## src/logic/sgbp_pkg.sv

```systemverilog
// Package of constants and types for the scatter/gather buffer port.
package sgbp_pkg;

  // ----------------------------------------
  // Widths
  // ----------------------------------------
  localparam int DATA_W = 64;
  localparam int HALF_W = 32;
  localparam int BE_W = 8;
  localparam int DP_W = 8;
  localparam int ADDR_HI_W = 29;

  // ----------------------------------------
  // Reset values and patterns
  // ----------------------------------------
  localparam logic [63:0] BUF_RESET = 64'h0000_0000_0000_0000;
  localparam logic [7:0] BE_NONE = 8'hff;
  localparam logic [3:0] NIB_OFF = 4'hf;
  localparam logic [2:0] SYNC_RESET = 3'h0;

  // ----------------------------------------
  // Timing
  // ----------------------------------------
  localparam int CLK_PERIOD_NS = 25;
  localparam int DATA_LAG_NS = 25;
  localparam int DATA_LAG_CYC = (DATA_LAG_NS + CLK_PERIOD_NS - 1) / CLK_PERIOD_NS;

  // ----------------------------------------
  // Transfer kinds held by the pipeline
  // ----------------------------------------
  typedef enum logic [1:0] {
    SGBP_XF_NONE,
    SGBP_XF_LOAD,
    SGBP_XF_DUMP
  } sgbp_xfer_e;

endpackage : sgbp_pkg

```

## src/logic/sgbp_port.sv

```systemverilog
// Scatter/gather buffer port between the 64-bit data bus and a 32-bit bus.
// What this block does
// - A 64-bit staging buffer serves reads, bus-master loads and dumps; processor writes bypass it.
// - Byte-enable float request floats byte enables from the following clock.
// - Under byte-enable float only byte enables stop; bus cycles keep going.
// - Outside logic drives byte enables; they are sampled every edge while floated.
// - Processor write drives buffer data in the same clock as its byte enables.
// - Loads and reads capture the data bus one clock after an enable.
// - A dump drives the selected bytes one clock after the sampled byte enables.
// - Inbound FF nothing, Fx low to low, xF low to high, else all.
// - Outbound FF nothing, Fx low to low, xF high to low, else all.
// - Local write with low byte enables off copies upper dword onto lower lanes.
// - Data-bus float request floats data and parity from the following clock.
// - Under data float only data and parity stop; cycles complete on burst ready.
// - Local-bus access flags every I/O cycle and every local-region access.
// - Local-bus access asserts with the address strobe for exactly one clock.
// - Dump pins are enabled only if dump request is low at reset release.
// - Address float request floats address and address parity next clock.
`timescale 1ns/1ps
module sgbp_port #(
  parameter int DEPTH = 2
) (
  // Clock and reset
  input wire logic i_clk_sys,
  input wire logic i_rst_n,
  // Float and dump requests from the system
  input wire logic i_byte_enable_float_request,
  input wire logic i_data_bus_float_request,
  input wire logic i_address_float_request,
  input wire logic i_buffer_dump_request_n,
  // Processor core side of the bus
  input wire logic i_core_cycle_start,
  input wire logic i_core_write,
  input wire logic i_core_io,
  input wire logic i_core_local_region,
  input wire logic [sgbp_pkg::ADDR_HI_W-1:0] i_core_addr,
  input wire logic i_core_addr_parity,
  input wire logic [sgbp_pkg::BE_W-1:0] i_core_be_n,
  input wire logic [sgbp_pkg::DATA_W-1:0] i_core_wdata,
  input wire logic [sgbp_pkg::DP_W-1:0] i_core_wparity,
  input wire logic i_burst_ready_n,
  // Read words towards the core, buffered
  output logic o_rd_valid,
  input wire logic i_rd_ready,
  output logic [sgbp_pkg::DATA_W-1:0] o_rd_data,
  output logic o_rd_cycle_done,
  // Pins: address, byte enables, data
  output logic [sgbp_pkg::ADDR_HI_W-1:0] o_addr,
  output logic o_address_parity,
  output logic o_addr_oe_n,
  output logic o_address_strobe_n,
  output logic o_local_bus_access_n,
  input wire logic [sgbp_pkg::BE_W-1:0] i_byte_enable_lanes_n,
  output logic [sgbp_pkg::BE_W-1:0] o_byte_enable_lanes_n,
  output logic o_be_oe_n,
  input wire logic [sgbp_pkg::DATA_W-1:0] i_data,
  output logic [sgbp_pkg::DATA_W-1:0] o_data,
  output logic [sgbp_pkg::DP_W-1:0] o_data_parity,
  output logic o_data_oe_n,
  // Status
  output logic o_dump_enabled,
  output logic o_stall
);

  typedef struct packed {
    logic [63:0] sg_buf;
    logic [63:0] dout;
    logic [7:0] dpar;
    logic [7:0] be_out;
    logic [28:0] addr;
    logic ap;
    logic drive_data;
    logic float_be;
    logic float_d;
    logic float_a;
    logic strobe;
    logic lba;
    logic dump_en;
    logic rst_seen;
    logic dump_prev;
    sgbp_pkg::sgbp_xfer_e pend;
    logic [7:0] pend_be;
  } sgbp_port_s;

  sgbp_port_s state_reg;
  sgbp_port_s state_next;

  logic bef_s;
  logic df_s;
  logic af_s;
  logic dump_s;
  logic fifo_in_valid;
  logic fifo_in_ready;
  logic [63:0] fifo_in_data;

  // ----------------------------------------
  // Pin input synchronisers
  // ----------------------------------------
  sgbp_sync3 u_sync_bef (
    .i_clk_sys(i_clk_sys), .i_rst_n(i_rst_n), .i_pin(i_byte_enable_float_request),
    .i_rst_level(1'b0), .o_level(bef_s)
  );
  sgbp_sync3 u_sync_df (
    .i_clk_sys(i_clk_sys), .i_rst_n(i_rst_n), .i_pin(i_data_bus_float_request),
    .i_rst_level(1'b0), .o_level(df_s)
  );
  sgbp_sync3 u_sync_af (
    .i_clk_sys(i_clk_sys), .i_rst_n(i_rst_n), .i_pin(i_address_float_request),
    .i_rst_level(1'b0), .o_level(af_s)
  );
  sgbp_sync3 u_sync_dump (
    .i_clk_sys(i_clk_sys), .i_rst_n(i_rst_n), .i_pin(~i_buffer_dump_request_n),
    .i_rst_level(1'b0), .o_level(dump_s)
  );

  // ----------------------------------------
  // Byte-lane mapping helpers
  // ----------------------------------------
  function automatic logic [63:0] map_in(input logic [7:0] be_n, input logic [63:0] d,
                                         input logic [63:0] b);
    logic [63:0] r;
    r = b;
    if (be_n == sgbp_pkg::BE_NONE) begin
      r = b;
    end else if (be_n[7:4] == sgbp_pkg::NIB_OFF) begin
      r[31:0] = d[31:0];
    end else if (be_n[3:0] == sgbp_pkg::NIB_OFF) begin
      r[63:32] = d[31:0];
    end else begin
      r = d;
    end
    return r;
  endfunction : map_in

  function automatic logic [63:0] map_out(input logic [7:0] be_n, input logic [63:0] b);
    logic [63:0] r;
    r = b;
    if (be_n[7:4] == sgbp_pkg::NIB_OFF) begin
      r = {32'h0000_0000, b[31:0]};
    end else if (be_n[3:0] == sgbp_pkg::NIB_OFF) begin
      r = {32'h0000_0000, b[63:32]};
    end
    return r;
  endfunction : map_out

  function automatic logic [7:0] par8(input logic [63:0] d);
    logic [7:0] p;
    p = 8'h00;
    for (int i = 0; i < 8; i++) begin
      p[i] = ^d[i*8 +: 8];
    end
    return p;
  endfunction : par8

  // ----------------------------------------
  // Next-state logic
  // ----------------------------------------
  always_comb begin
    state_next = state_reg;
    fifo_in_valid = 1'b0;
    fifo_in_data = state_reg.sg_buf;
    state_next.float_be = bef_s;
    state_next.float_d = df_s;
    state_next.float_a = af_s;
    state_next.dump_prev = dump_s;
    state_next.strobe = 1'b0;
    state_next.lba = 1'b0;
    state_next.drive_data = 1'b0;
    state_next.pend = sgbp_pkg::SGBP_XF_NONE;
    // Strap caught on the first clock after reset release.
    state_next.rst_seen = 1'b1;
    if (!state_reg.rst_seen) begin
      state_next.dump_en = dump_s;
    end
    // Processor cycles keep starting whatever the floats say.
    if (i_core_cycle_start && !o_stall) begin
      state_next.strobe = 1'b1;
      state_next.addr = i_core_addr;
      state_next.ap = i_core_addr_parity;
      state_next.be_out = i_core_be_n;
      state_next.lba = i_core_io || i_core_local_region;
      if (i_core_write) begin
        state_next.drive_data = 1'b1;
        state_next.dout = i_core_wdata;
        state_next.dpar = i_core_wparity;
        if ((i_core_io || i_core_local_region) && i_core_be_n[3:0] == sgbp_pkg::NIB_OFF) begin
          state_next.dout[31:0] = i_core_wdata[63:32];
        end
      end
    end
    // Scatter/gather side: enables sampled every edge while floated.
    if (state_reg.float_be && i_byte_enable_lanes_n != sgbp_pkg::BE_NONE) begin
      state_next.pend_be = i_byte_enable_lanes_n;
      if (state_reg.dump_en && dump_s) begin
        state_next.pend = sgbp_pkg::SGBP_XF_DUMP;
      end else begin
        state_next.pend = sgbp_pkg::SGBP_XF_LOAD;
      end
    end
    case (state_reg.pend)
      sgbp_pkg::SGBP_XF_LOAD: begin
        // Capture one clock after the enable; untouched bytes are kept.
        state_next.sg_buf = map_in(state_reg.pend_be, i_data, state_reg.sg_buf);
        fifo_in_valid = 1'b1;
        fifo_in_data = map_in(state_reg.pend_be, i_data, state_reg.sg_buf);
      end
      sgbp_pkg::SGBP_XF_DUMP: begin
        state_next.drive_data = 1'b1;
        state_next.dout = map_out(state_reg.pend_be, state_reg.sg_buf);
        state_next.dpar = par8(map_out(state_reg.pend_be, state_reg.sg_buf));
      end
      default: begin
      end
    endcase
  end

  always_ff @(posedge i_clk_sys) begin
    if (!i_rst_n) begin
      state_reg <= '0;
      state_reg.sg_buf <= sgbp_pkg::BUF_RESET;
      state_reg.be_out <= sgbp_pkg::BE_NONE;
      state_reg.pend_be <= sgbp_pkg::BE_NONE;
    end else begin
      state_reg <= state_next;
    end
  end

  // ----------------------------------------
  // Read-word buffer towards the core
  // ----------------------------------------
  sgbp_fifo2 #(.WIDTH(sgbp_pkg::DATA_W), .DEPTH(DEPTH)) u_fifo (
    .i_clk_sys(i_clk_sys), .i_rst_n(i_rst_n),
    .i_in_valid(fifo_in_valid), .o_in_ready(fifo_in_ready), .i_in_data(fifo_in_data),
    .o_out_valid(o_rd_valid), .i_out_ready(i_rd_ready), .o_out_data(o_rd_data)
  );

  // New core cycles wait while the read buffer is full.
  assign o_stall = !fifo_in_ready;
  assign o_rd_cycle_done = !i_burst_ready_n && !state_reg.drive_data;

  // ----------------------------------------
  // Pin outputs
  // ----------------------------------------
  assign o_addr = state_reg.addr;
  assign o_address_parity = state_reg.ap;
  assign o_addr_oe_n = state_reg.float_a;
  assign o_address_strobe_n = !state_reg.strobe;
  assign o_local_bus_access_n = !state_reg.lba;
  assign o_byte_enable_lanes_n = state_reg.be_out;
  assign o_be_oe_n = state_reg.float_be;
  assign o_data = state_reg.dout;
  assign o_data_parity = state_reg.dpar;
  assign o_data_oe_n = state_reg.float_d || !state_reg.drive_data;
  assign o_dump_enabled = state_reg.dump_en;
endmodule : sgbp_port

```

## src/logic/sgbp_sync3.sv

```systemverilog
// Three-stage synchroniser for one pin input.
`timescale 1ns/1ps
module sgbp_sync3 (
  // Clock and reset
  input wire logic i_clk_sys,
  input wire logic i_rst_n,
  // Pin and settled level
  input wire logic i_pin,
  input wire logic i_rst_level,
  output logic o_level
);

  typedef struct packed {
    logic [2:0] stage;
    logic level;
  } sgbp_sync_s;

  sgbp_sync_s state_reg;
  sgbp_sync_s state_next;

  always_comb begin
    state_next = state_reg;
    state_next.stage = {state_reg.stage[1:0], i_pin};
    // A change counts once the second and third stages agree.
    if (state_reg.stage[1] == state_reg.stage[2]) begin
      state_next.level = state_reg.stage[2];
    end
  end

  always_ff @(posedge i_clk_sys) begin
    if (!i_rst_n) begin
      // Stages keep tracking the pin during reset, so a strap is settled at release.
      state_reg.stage <= state_next.stage;
      state_reg.level <= (state_reg.stage[1] == state_reg.stage[2]) ?
                         state_reg.stage[2] : i_rst_level;
    end else begin
      state_reg <= state_next;
    end
  end

  assign o_level = state_reg.level;

endmodule : sgbp_sync3

```

## src/logic/sgbp_fifo2.sv

```systemverilog
// Small valid/ready buffer, two entries by default.
`timescale 1ns/1ps
module sgbp_fifo2 #(
  parameter int WIDTH = 64,
  parameter int DEPTH = 2
) (
  // Clock and reset
  input wire logic i_clk_sys,
  input wire logic i_rst_n,
  // Filling side
  input wire logic i_in_valid,
  output logic o_in_ready,
  input wire logic [WIDTH-1:0] i_in_data,
  // Draining side
  output logic o_out_valid,
  input wire logic i_out_ready,
  output logic [WIDTH-1:0] o_out_data
);

  localparam int PW = (DEPTH > 1) ? $clog2(DEPTH) : 1;

  typedef struct packed {
    logic [DEPTH-1:0][WIDTH-1:0] mem;
    logic [PW-1:0] wp;
    logic [PW-1:0] rp;
    logic [PW:0] cnt;
  } sgbp_fifo_s;

  sgbp_fifo_s state_reg;
  sgbp_fifo_s state_next;
  logic push;
  logic pop;

  assign o_in_ready = state_reg.cnt != (PW+1)'(DEPTH);
  assign o_out_valid = state_reg.cnt != '0;
  assign o_out_data = state_reg.mem[state_reg.rp];
  assign push = i_in_valid && o_in_ready;
  assign pop = o_out_valid && i_out_ready;

  always_comb begin
    state_next = state_reg;
    if (push) begin
      state_next.mem[state_reg.wp] = i_in_data;
      state_next.wp = (state_reg.wp == PW'(DEPTH - 1)) ? '0 : state_reg.wp + PW'(1);
    end
    if (pop) begin
      state_next.rp = (state_reg.rp == PW'(DEPTH - 1)) ? '0 : state_reg.rp + PW'(1);
    end
    state_next.cnt = state_reg.cnt + (PW+1)'(push) - (PW+1)'(pop);
  end

  always_ff @(posedge i_clk_sys) begin
    if (!i_rst_n) begin
      state_reg <= '0;
    end else begin
      state_reg <= state_next;
    end
  end
endmodule : sgbp_fifo2

```

## config.mk

```make
export PLATFORM = sky130hd
export DESIGN_NAME = sgbp_port
export DESIGN_NICKNAME = d
export VERILOG_FILES = /design/src/logic/sgbp_pkg.sv /design/src/logic/sgbp_port.sv /design/src/logic/sgbp_sync3.sv /design/src/logic/sgbp_fifo2.sv
export SDC_FILE = /design/constraint.sdc
export NUM_CORES = 1
export LEC_CHECK = 0
export ABC_AREA = 1
export BUFFER_PORTS_ARGS = -buffer_cell sky130_fd_sc_hd__buf_4
export CAP_MARGIN = 20
export CORE_AREA = 5 5 178 180
export DETAILED_ROUTE_END_ITERATION = 6
export DIE_AREA = 0 0 183 185
export GPL_TIMING_DRIVEN = 0
export HOLD_SLACK_MARGIN = 0.1
export PLACE_DENSITY = 0.85
export SETUP_SLACK_MARGIN = 0.05
export SYNTH_ARGS = -nofsm -noshare
export SYNTH_HDL_FRONTEND = slang
export SYNTH_HIERARCHICAL = 1
export SYNTH_SLANG_ARGS = --single-unit
```

## constraint.sdc

```tcl
create_clock -name i_clk_sys -period 6.1 [get_ports i_clk_sys]
set_input_delay 1.83 -clock i_clk_sys [delete_from_list [all_inputs] [get_ports i_clk_sys]]
set_output_delay 1.83 -clock i_clk_sys [all_outputs]
set_load 0.005 [all_outputs]
```

[Word level (Yosys, flattened, before mapping)]
Cells that the tools add are included.
Word-level totals
  input bits: 194
  memory bits (writable): 0
  memories kept: 0
  bits in latches: 0
  bits in registers: 340
  ROM bits: 0
Cells by class
  multipliers: 0
  reductions and logical operators: 29
  divide/modulo/power cells: 0
  shift-type cells: 0
  $add $sub $neg: 4
  bitwise logic cells: 1
  order comparisons: 3
  eq/ne operators: 16
  muxes and demuxes: 39
Operators by type and width (count)
  two-way mux 64 bit: 8
  two-way mux 32 bit: 5
  two-way mux 72 bit: 2
  bitwise mux 128 bit: 1
  two-way mux 111 bit: 1
  demux 64 bit (select 1 bit): 1
  XOR reduction 8 bit: 8
  two-way mux 1 bit: 17
  == test 4 bit (second input constant): 3
  two-way mux 12 bit: 1
  two-way mux 10 bit: 1
  == test 8 bit (second input constant): 1
  logical AND 1 bit: 8
  != test 2 x 1 -> 1 bit (second input constant): 4
  != test 8 bit (second input constant): 1
  AND reduction 2 bit: 3
  nonzero test 2 bit: 3
  logical NOT 1 bit: 5
  == test 1 bit: 4
  less-than comparator 1 x 2 -> 1 bit (second input constant): 2
  two-way mux 2 bit: 2
  adder 1 bit (second input constant): 2
  adder 2 x 1 -> 2 bit: 1
  == test 2 x 1 -> 1 bit (second input constant): 1
  6 further kinds: 7

[Logic depth before layout (Yosys ltp)]
Gate-level depths: netlist of the first run.
  word-level depth: 6
  gate-level depth with buffers: 15

[Cells and area by module]
Netlist of the first run, hierarchy kept.
Modules (own cells, without submodules)
  sgbp_port: area each 10801.6 um2, times used 1, cells each 1591, sequential area each 3843.7 um2
  sgbp_fifo2: area each 6013.3 um2, times used 1, cells each 871, sequential area each 2642.5 um2
  sgbp_sync3: area each 132.6 um2, times used 4, cells each 14, sequential area each 90.1 um2

[Worst setup path before layout of the first run]
OpenSTA, ideal clock, no wires.
  path kind: input port to output port
  from: input port i_burst_ready_n
  to: output port o_rd_cycle_done
  data required time: 4270 ps
  setup slack: 2345 ps
  stages on the path: 1
  arrival: 1925 ps
  cells stage by stage: nor2_1
On the way
  cells in the longest elaborated chain, start to end: 2
RTL lines
  start, declared: line sgbp_port.sv:41  | input wire logic i_burst_ready_n,
  logical NOT 1 bit: line sgbp_port.sv:239  | assign o_rd_cycle_done = !i_burst_ready_n && !state_reg.drive_data;
  logical AND 1 bit: line sgbp_port.sv:239
  end, declared: line sgbp_port.sv:46  | output logic o_rd_cycle_done,
No other way between the ends.

[Final worst setup path of the first run]
  from: register u_fifo/state_reg[2] in the netlist's numbering
  to: output port o_rd_data[62] in the netlist's numbering
On the way
  cells in the longest elaborated chain, start to end: 2
RTL lines
  start, declared: line sgbp_fifo2.sv:29  | sgbp_fifo_s state_reg;
  start signal, assigned: line sgbp_fifo2.sv:56  | state_reg <= state_next;
  two-way mux 64 bit (implied by the code) (2 in a row): line sgbp_fifo2.sv:36  | assign o_out_data = state_reg.mem[state_reg.rp];
  end, declared: line sgbp_port.sv:45  | output logic [sgbp_pkg::DATA_W-1:0] o_rd_data,
No other way between the ends. The select of a mux whose other input is x is not followed.

==> impl_metrics.toml, run 1 <==
[clock_tree]
ctsHoldBuffers = 0
root_buffer = "sky130_fd_sc_hd__clkbuf_16"
cts_tree = "yes"
cts_setup_buffers = 0
clockBufferDepth = 3
numCtsBuffers = 37
clk_pin_slew_worst_paths_ns = 0.06
htree_num_levels = 2
clock_latency_ns = 0.54
cts.repair.resized = 0
cts_num_sinks = 340

[routing]
via_count = 19100
routed_wire_length_per_instance_um = 20.4
vias_per_cell = 5.69
drt-initial-drc-count = 2214
totalWireLength_um = 68500
firstDrtPassIters = 6
drcViolationCount = 0
antenna_violating_nets_left = 0

[global_route]
grt_use_met1 = 0.489
antenna_found_initial = 0
gr-total-overflow = 0
grtUsageMet3 = 0.0642
global_route_met2_usage = 0.633
grt_use_total = 0.385
busiest_layer = "met2"
number_of_global_route_vias_before_repair = 17900
grt_pass1_wl_um = 102000
pin_count_of_the_biggest_net_entering_global_routing = 21

[cells_and_area]
most_common_cell_after_layout_fill_and_taps_aside = "sky130_fd_sc_hd__nand2_1"
layout_common_cells = "sky130_fd_sc_hd__nand2_1, sky130_fd_sc_hd__buf_4, sky130_fd_sc_hd__dfxtp_1, sky130_fd_sc_hd__nor2_1, sky130_fd_sc_hd__inv_1"
fillerInstances = 2390
largest_register_ffs = 132
post-route-cell-area_sq_um = 21900
utilization = 0.729
ratio_of_cells_with_drive_above_1_in_the_final_layout = 0.221
multiInputGateArea_sq_um = 7980
layout.nets = 3131
insertedDiodeCount = 0
layout.area.seq_sq_um = 6850
areaGrowthSynthToFinish_pct = 26.2

[sta]
hold_violations = 0
fin_crit_sh = 0.681
relSlewSlack = 0.378
timing.final.max_slew_violations = 0
clock-skew-final_ns = 0.0125
layout_min_cycle_time_ns = 4.15
rsz0062_at_grt = "no"
worst_hold_margin_ns = 0.326
max_freq_ghz = 0.241
setup_tns_ns = 0
postLayoutSetupSlackWorst_ns = 1.95
worst-slew-pin-transition_ns = 0.934
finalSetupViolCount = 0

[die]
initial_core_util = 0.578
std_cell_rows = 64
coreArea_sq_um = 30000
die-area_sq_um = 33900
io_pins = 377
die_h_um = 185
dieWidth_um = 183

[logic_synthesis]
synthDistinctLibCells = 40
synth.yosys.warnings = 6
synth.top_cells.by_area = "sky130_fd_sc_hd__dfxtp_1, sky130_fd_sc_hd__nand2_1, sky130_fd_sc_hd__nor2_1, sky130_fd_sc_hd__o21ai_0, sky130_fd_sc_hd__buf_4"
yosys.area.top_type = "sky130_fd_sc_hd__dfxtp_1"
area_share_of_the_largest_cell_type_after_synthesis = 0.388
syn_area_sq_um = 17300
sequential_area_share_after_synthesis = 0.395
flop_and_latch_count_out_of_synthesis = 340
synthesis.area_per_instance_sq_um = 6.89
synthesis.instances = 2518

[critical_path]
cp.buffers_inverters = 3
worst_ep_arrival_time_ns = 2.32
crit_path_cell_trace = "buf_2 -> clkbuf_1 -> nand2_1 -> o21ai_0 -> buf_4"
critical-path-slowest-cell = "sky130_fd_sc_hd__clkbuf_1"
critical_path.max_stage_delay_ns = 0.52
setup.worst_path.end_class = "output pin"
worstPathMaxFanout = 10
critical_path.top_delay_family = "buffers and inverters"
worst-setup-path-type = "register to output pin"
cp-start-kind = "register"
worst_ep_required_time_ns = 4.27

[placed_design]
gp_congestion = 1.02
dp_hpwl_um = 53600
postPlaceCellArea_sq_um = 20700
io_buffers = 376
pre_cts_ws_ns = 1.84

[pwr]
p_per_area_nw_per_um2 = 297
max-vdd-ir-drop_mv = 0.276
static_leakage_nw = 10.7

[hold_path]
worstHoldPathType = "register to register"

[run]
drv.max_cap_violation_count = 0

[outcome]
status = "finished, final reports clean"
-- stage by stage --
| step | std cells | power [W] |
|---|---|---|
| CTS | 3359 | 0.00647 |
| floorplan | 2521 | 0.00350 |
| global route | 3359 | 0.00677 |
| finish | 3359 | 0.00651 |
| detailed placement | 3293 | 0.00422 |
| global placement | 3293 | 0.00417 |
-- power breakdown --
group          internal, W  switching (W)  leakage [nW]
clock network      0.00134       0.000943         0.594
logic             0.000672        0.00106          7.30
registers          0.00240       0.000107          2.78
total              0.00441        0.00211          10.7
-- worst paths after layout --
check                                             start                      end  slack, ns  cells past startpoint
worst max-delay path                u_fifo/state_reg[2]            o_rd_data[62]       1.95                      5
worst min-delay path            u_sync_df/state_next[2]  u_sync_df/state_next[3]       0.33                      0
worst max register to register             state_reg[8]      u_fifo/state_reg[1]       3.29                     13
worst min register to register  u_sync_df/state_next[2]  u_sync_df/state_next[3]       0.33                      0
-- final cells by class --
type / instances / area share
multi-input cells: 1674 / 0.364
flip-flops and latches: 340 / 0.313
repair buffers: 376 / 0.129
plain buffers: 279 / 0.0767
clock buffers: 56 / 0.0483
inverters: 228 / 0.0391
well taps: 396 / 0.0226
clock inverters: 10 / 0.00720
-- metal layers --
metal | share of wire | wire (um)
met2 | 0.45 | 31100
met5 | 0 | 0
met1 | 0.39 | 26500
met3 | 0.094 | 6450
met4 | 0.065 | 4440
-- synthesized netlist by cell type --
cell type and n:
sky130_fd_sc_hd__o21a_1 24, sky130_fd_sc_hd__nor2_4 1, sky130_fd_sc_hd__inv_1 224, sky130_fd_sc_hd__o21ai_0 207, sky130_fd_sc_hd__buf_2 64, sky130_fd_sc_hd__nor2_8 1
sky130_fd_sc_hd__a21boi_0 52, sky130_fd_sc_hd__xnor2_1 12, sky130_fd_sc_hd__clkinv_1 1, sky130_fd_sc_hd__dfxtp_1 336, sky130_fd_sc_hd__o21ai_1 7, sky130_fd_sc_hd__buf_4 117
sky130_fd_sc_hd__nand2_1 600, sky130_fd_sc_hd__o21ai_2 2, sky130_fd_sc_hd__conb_1 1, sky130_fd_sc_hd__buf_1 10, sky130_fd_sc_hd__nor3b_1 1, sky130_fd_sc_hd__nor3_1 3
sky130_fd_sc_hd__ha_1 1, sky130_fd_sc_hd__xor2_1 5, sky130_fd_sc_hd__nand3_4 2, sky130_fd_sc_hd__and2_1 32, sky130_fd_sc_hd__or3_1 1, sky130_fd_sc_hd__o211ai_1 5
sky130_fd_sc_hd__o31ai_1 1, sky130_fd_sc_hd__a21oi_1 90, sky130_fd_sc_hd__nand3_1 105, sky130_fd_sc_hd__edfxtp_1 4, sky130_fd_sc_hd__o32ai_1 27, sky130_fd_sc_hd__inv_2 3
sky130_fd_sc_hd__clkbuf_1 74, sky130_fd_sc_hd__buf_6 12, sky130_fd_sc_hd__a21boi_1 12, sky130_fd_sc_hd__buf_8 2, sky130_fd_sc_hd__a22oi_1 37, sky130_fd_sc_hd__nor2_1 329
sky130_fd_sc_hd__nand2_2 16, sky130_fd_sc_hd__a31oi_1 8, sky130_fd_sc_hd__nand2_4 5, sky130_fd_sc_hd__nand4_1 84
-- logic make-up after synthesis --
logic type / after synthesis / share of synthesized area
simple gates: 1180 / 0.288
buf+inv: 507 / 0.146
compound gates: 472 / 0.162
flops: 340 / 0.395
xor+xnor: 17 / 0.00858
fa+ha+maj: 1 / 0.000721
other cells: 1 / 0.000216
Note: power is estimated with default switching activity, not from simulation.
==> inputs of run 2 (changes only) <==
--- a/config.mk
+++ b/config.mk
@@ -5,15 +5,15 @@
 export SDC_FILE = /design/constraint.sdc
 export NUM_CORES = 1
 export LEC_CHECK = 0
-export ABC_AREA = 1
+export ABC_AREA = 0
 export BUFFER_PORTS_ARGS = -buffer_cell sky130_fd_sc_hd__buf_4
 export CAP_MARGIN = 20
-export CORE_AREA = 5 5 178 180
+export CORE_AREA = 5 5 193 195
 export DETAILED_ROUTE_END_ITERATION = 6
-export DIE_AREA = 0 0 183 185
+export DIE_AREA = 0 0 198 200
 export GPL_TIMING_DRIVEN = 0
 export HOLD_SLACK_MARGIN = 0.1
-export PLACE_DENSITY = 0.85
+export PLACE_DENSITY = 0.76
 export SETUP_SLACK_MARGIN = 0.05
 export SYNTH_ARGS = -nofsm -noshare
 export SYNTH_HDL_FRONTEND = slang
==> constraint.sdc (replaced) <==
create_clock -name i_clk_sys -period 3.6 [get_ports i_clk_sys]
set_input_delay 1.08 -clock i_clk_sys [delete_from_list [all_inputs] [get_ports i_clk_sys]]
set_output_delay 1.08 -clock i_clk_sys [all_outputs]
set_load 0.005 [all_outputs]
==> impl_metrics.toml, run 2 <==
[clock_tree]
clock_latency_ns = 0.53
htree_num_levels = 2
root_buffer = "sky130_fd_sc_hd__clkbuf_16"
cts_num_sinks = 340
clockBufferDepth = 3
ctsHoldBuffers = 0
clk_pin_slew_worst_paths_ns = 0.06
cts_tree = "yes"
cts_setup_buffers = 0
numCtsBuffers = 38
cts.repair.resized = 0

[cells_and_area]
ratio_of_cells_with_drive_above_1_in_the_final_layout = 0.324
layout_common_cells = "sky130_fd_sc_hd__buf_4, sky130_fd_sc_hd__dfxtp_1, sky130_fd_sc_hd__nand2_1, sky130_fd_sc_hd__nand4_1, sky130_fd_sc_hd__a21oi_1"
largest_register_ffs = 132
utilization = 0.626
most_common_cell_after_layout_fill_and_taps_aside = "sky130_fd_sc_hd__buf_4"
post-route-cell-area_sq_um = 22100
layout.nets = 2545
areaGrowthSynthToFinish_pct = 27.3

[die]
dieWidth_um = 198
std_cell_rows = 69
die_h_um = 200
coreArea_sq_um = 35200
die-area_sq_um = 39600
io_pins = 377
initial_core_util = 0.492

[pwr]
power.net_switching_w = 0.00256
p_per_area_nw_per_um2 = 442
max-vdd-ir-drop_mv = 0.328
pwr-share-seq = 0.411
clkPwrFrac = 0.420
static_leakage_nw = 9.39
switching_share = 0.263
p_comb_frac = 0.169
cell_internal_pwr_w = 0.00720

[critical_path]
critical_path.max_stage_delay_ns = 0.42
worst_ep_arrival_time_ns = 2.07
worstPathMaxFanout = 10
cp-start-kind = "register"
worst_ep_required_time_ns = 2.52
cp.buffers_inverters = 3
worst-setup-path-type = "register to output pin"
crit_path_frequent_cell = "sky130_fd_sc_hd__buf_2"
crit_path_cell_trace = "buf_2 -> buf_2 -> mux2_2 -> buf_4"
critical-path-slowest-cell = "sky130_fd_sc_hd__mux2_2"
critical_path.top_delay_family = "buffers and inverters"
setup.worst_path.end_class = "output pin"

[sta]
worst-slew-pin-transition_ns = 0.747
setup_tns_ns = 0
rsz0062_at_grt = "no"
finalSetupViolCount = 0
relSlewSlack = 0.502
clock-skew-final_ns = 0.0200
hold_violations = 0
fin_crit_sh = 0.876
layout_min_cycle_time_ns = 3.15
timing.final.max_slew_violations = 0
max_freq_ghz = 0.317

[logic_synthesis]
synth_edf_count = 4
synthesis.area_per_instance_sq_um = 8.97
synth-async-reset-ratio = 0
synthDistinctLibCells = 43
synth_top_cells_by_count = "sky130_fd_sc_hd__dfxtp_1, sky130_fd_sc_hd__nand2_1, sky130_fd_sc_hd__nand4_1, sky130_fd_sc_hd__a21oi_1, sky130_fd_sc_hd__o31ai_1"
sequential_area_share_after_synthesis = 0.395
yosys.cell_count.top_type = "sky130_fd_sc_hd__dfxtp_1"
yosys.area.top_type = "sky130_fd_sc_hd__dfxtp_1"
flop_and_latch_count_out_of_synthesis = 340
synthesis.instances = 1931
synth.top_cells.by_area = "sky130_fd_sc_hd__dfxtp_1, sky130_fd_sc_hd__mux2i_1, sky130_fd_sc_hd__nand2_1, sky130_fd_sc_hd__o31ai_1, sky130_fd_sc_hd__buf_4"
syn_area_sq_um = 17300
area_share_of_the_largest_cell_type_after_synthesis = 0.388
synth.yosys.warnings = 6
synth_ff_type = "sky130_fd_sc_hd__dfxtp_1"

[global_route]
number_of_global_route_vias_before_repair = 15800
gr-total-overflow = 0
grt_pass1_wl_um = 92500
grt_use_total = 0.297
antenna_found_initial = 5
pin_count_of_the_biggest_net_entering_global_routing = 19

[routing]
routed_wire_length_per_instance_um = 21.8
vias_per_cell = 5.66
drcViolationCount = 0
firstDrtPassIters = 5
via_count = 16100
antenna_violating_nets_left = 0
drt-initial-drc-count = 1445
totalWireLength_um = 62000

[hold_path]
worstHoldPathType = "register to register"

[placed_design]
gp_congestion = 0.929
postPlaceCellArea_sq_um = 20700
io_buffers = 376
dp_hpwl_um = 48100

[run]
drv.max_cap_violation_count = 0

[outcome]
status = "finished, final reports clean"
run 2: cell families (layout without fill, tap and decap cells):
kind of cell             Yosys count  after routing  synth area share
adder cells (fa/ha/maj)            1              1          0.000722
buffers and inverters            305            748             0.113
AND/OR/NAND/NOR                  604            604             0.178
AO/OA/AOI/OAI                    409            409             0.148
multiplexers                     210            210             0.135
other                              1              6          0.000216
XOR/XNOR                          61             61            0.0308
flip-flops                       340            340             0.395
run 2: cell type report:
cell class	count	area (sq um)
antenna	2	5.00
buffer	296	1930
clock buffer	59	1170
clock inverter	8	144
fill	2973	13200
inverter	9	33.8
multi-input combinational	1289	8530
sequential	340	6850
tap	461	577
timing repair buffer	376	2820
run 2: power groups by stage:
stage | logic (W) | registers [W] | clock network (W)
3_3_place_gp | 0.00160 | 0.00408 | 0
5_1_grt | 0.00176 | 0.00402 | 0.00429
2_1_floorplan | 0.000983 | 0.00406 | 0
6_report | 0.00165 | 0.00401 | 0.00410
4_1_cts | 0.00163 | 0.00400 | 0.00413
3_5_place_dp | 0.00162 | 0.00409 | 0
run 2: final timing paths:
check,cells after the start,slack [ns],endpoint,startpoint
setup / recovery,4,0.45,o_rd_data[25],u_fifo/state_reg[2]
hold / removal,0,0.33,u_sync_bef/state_next[3],u_sync_bef/state_next[2]
setup reg to reg,9,1.22,o_data[45],u_fifo/state_reg[1]
hold reg to reg,0,0.33,u_sync_bef/state_next[3],u_sync_bef/state_next[2]
run 2: through the flow:
step                power (W)  hold slack (ns)  std cells  setup WS (ns)
global placement      0.00568            0.313       2771          0.623
detailed placement    0.00571            0.324       2771          0.590
floorplan             0.00504            0.310       1934           1.34
CTS                   0.00977            0.333       2838          0.457
finish                0.00976            0.330       2840          0.447
global route           0.0101            0.338       2839          0.414
run 2: worst register-to-register path, cell delays in order (launching register included):
cell	delay, ns
sky130_fd_sc_hd__dfxtp_1	0.42
sky130_fd_sc_hd__nor2b_4	0.24
sky130_fd_sc_hd__inv_2	0.07
sky130_fd_sc_hd__buf_2	0.25
sky130_fd_sc_hd__and2_1	0.24
sky130_fd_sc_hd__nand2_2	0.16
sky130_fd_sc_hd__buf_2	0.37
sky130_fd_sc_hd__mux2i_1	0.25
sky130_fd_sc_hd__o21ai_0	0.08
sky130_fd_sc_hd__and2_1	0.18
run 2: metal layers:
layer / part of all wire / track usage / routed length [um]
met1: 0.41 / 0.382 / 25200
met2: 0.46 / 0.495 / 28800
met3: 0.092 / 0.0692 / 5720
met4: 0.036 / 0.101 / 2210
met5: 0.00087 / 0 / 54
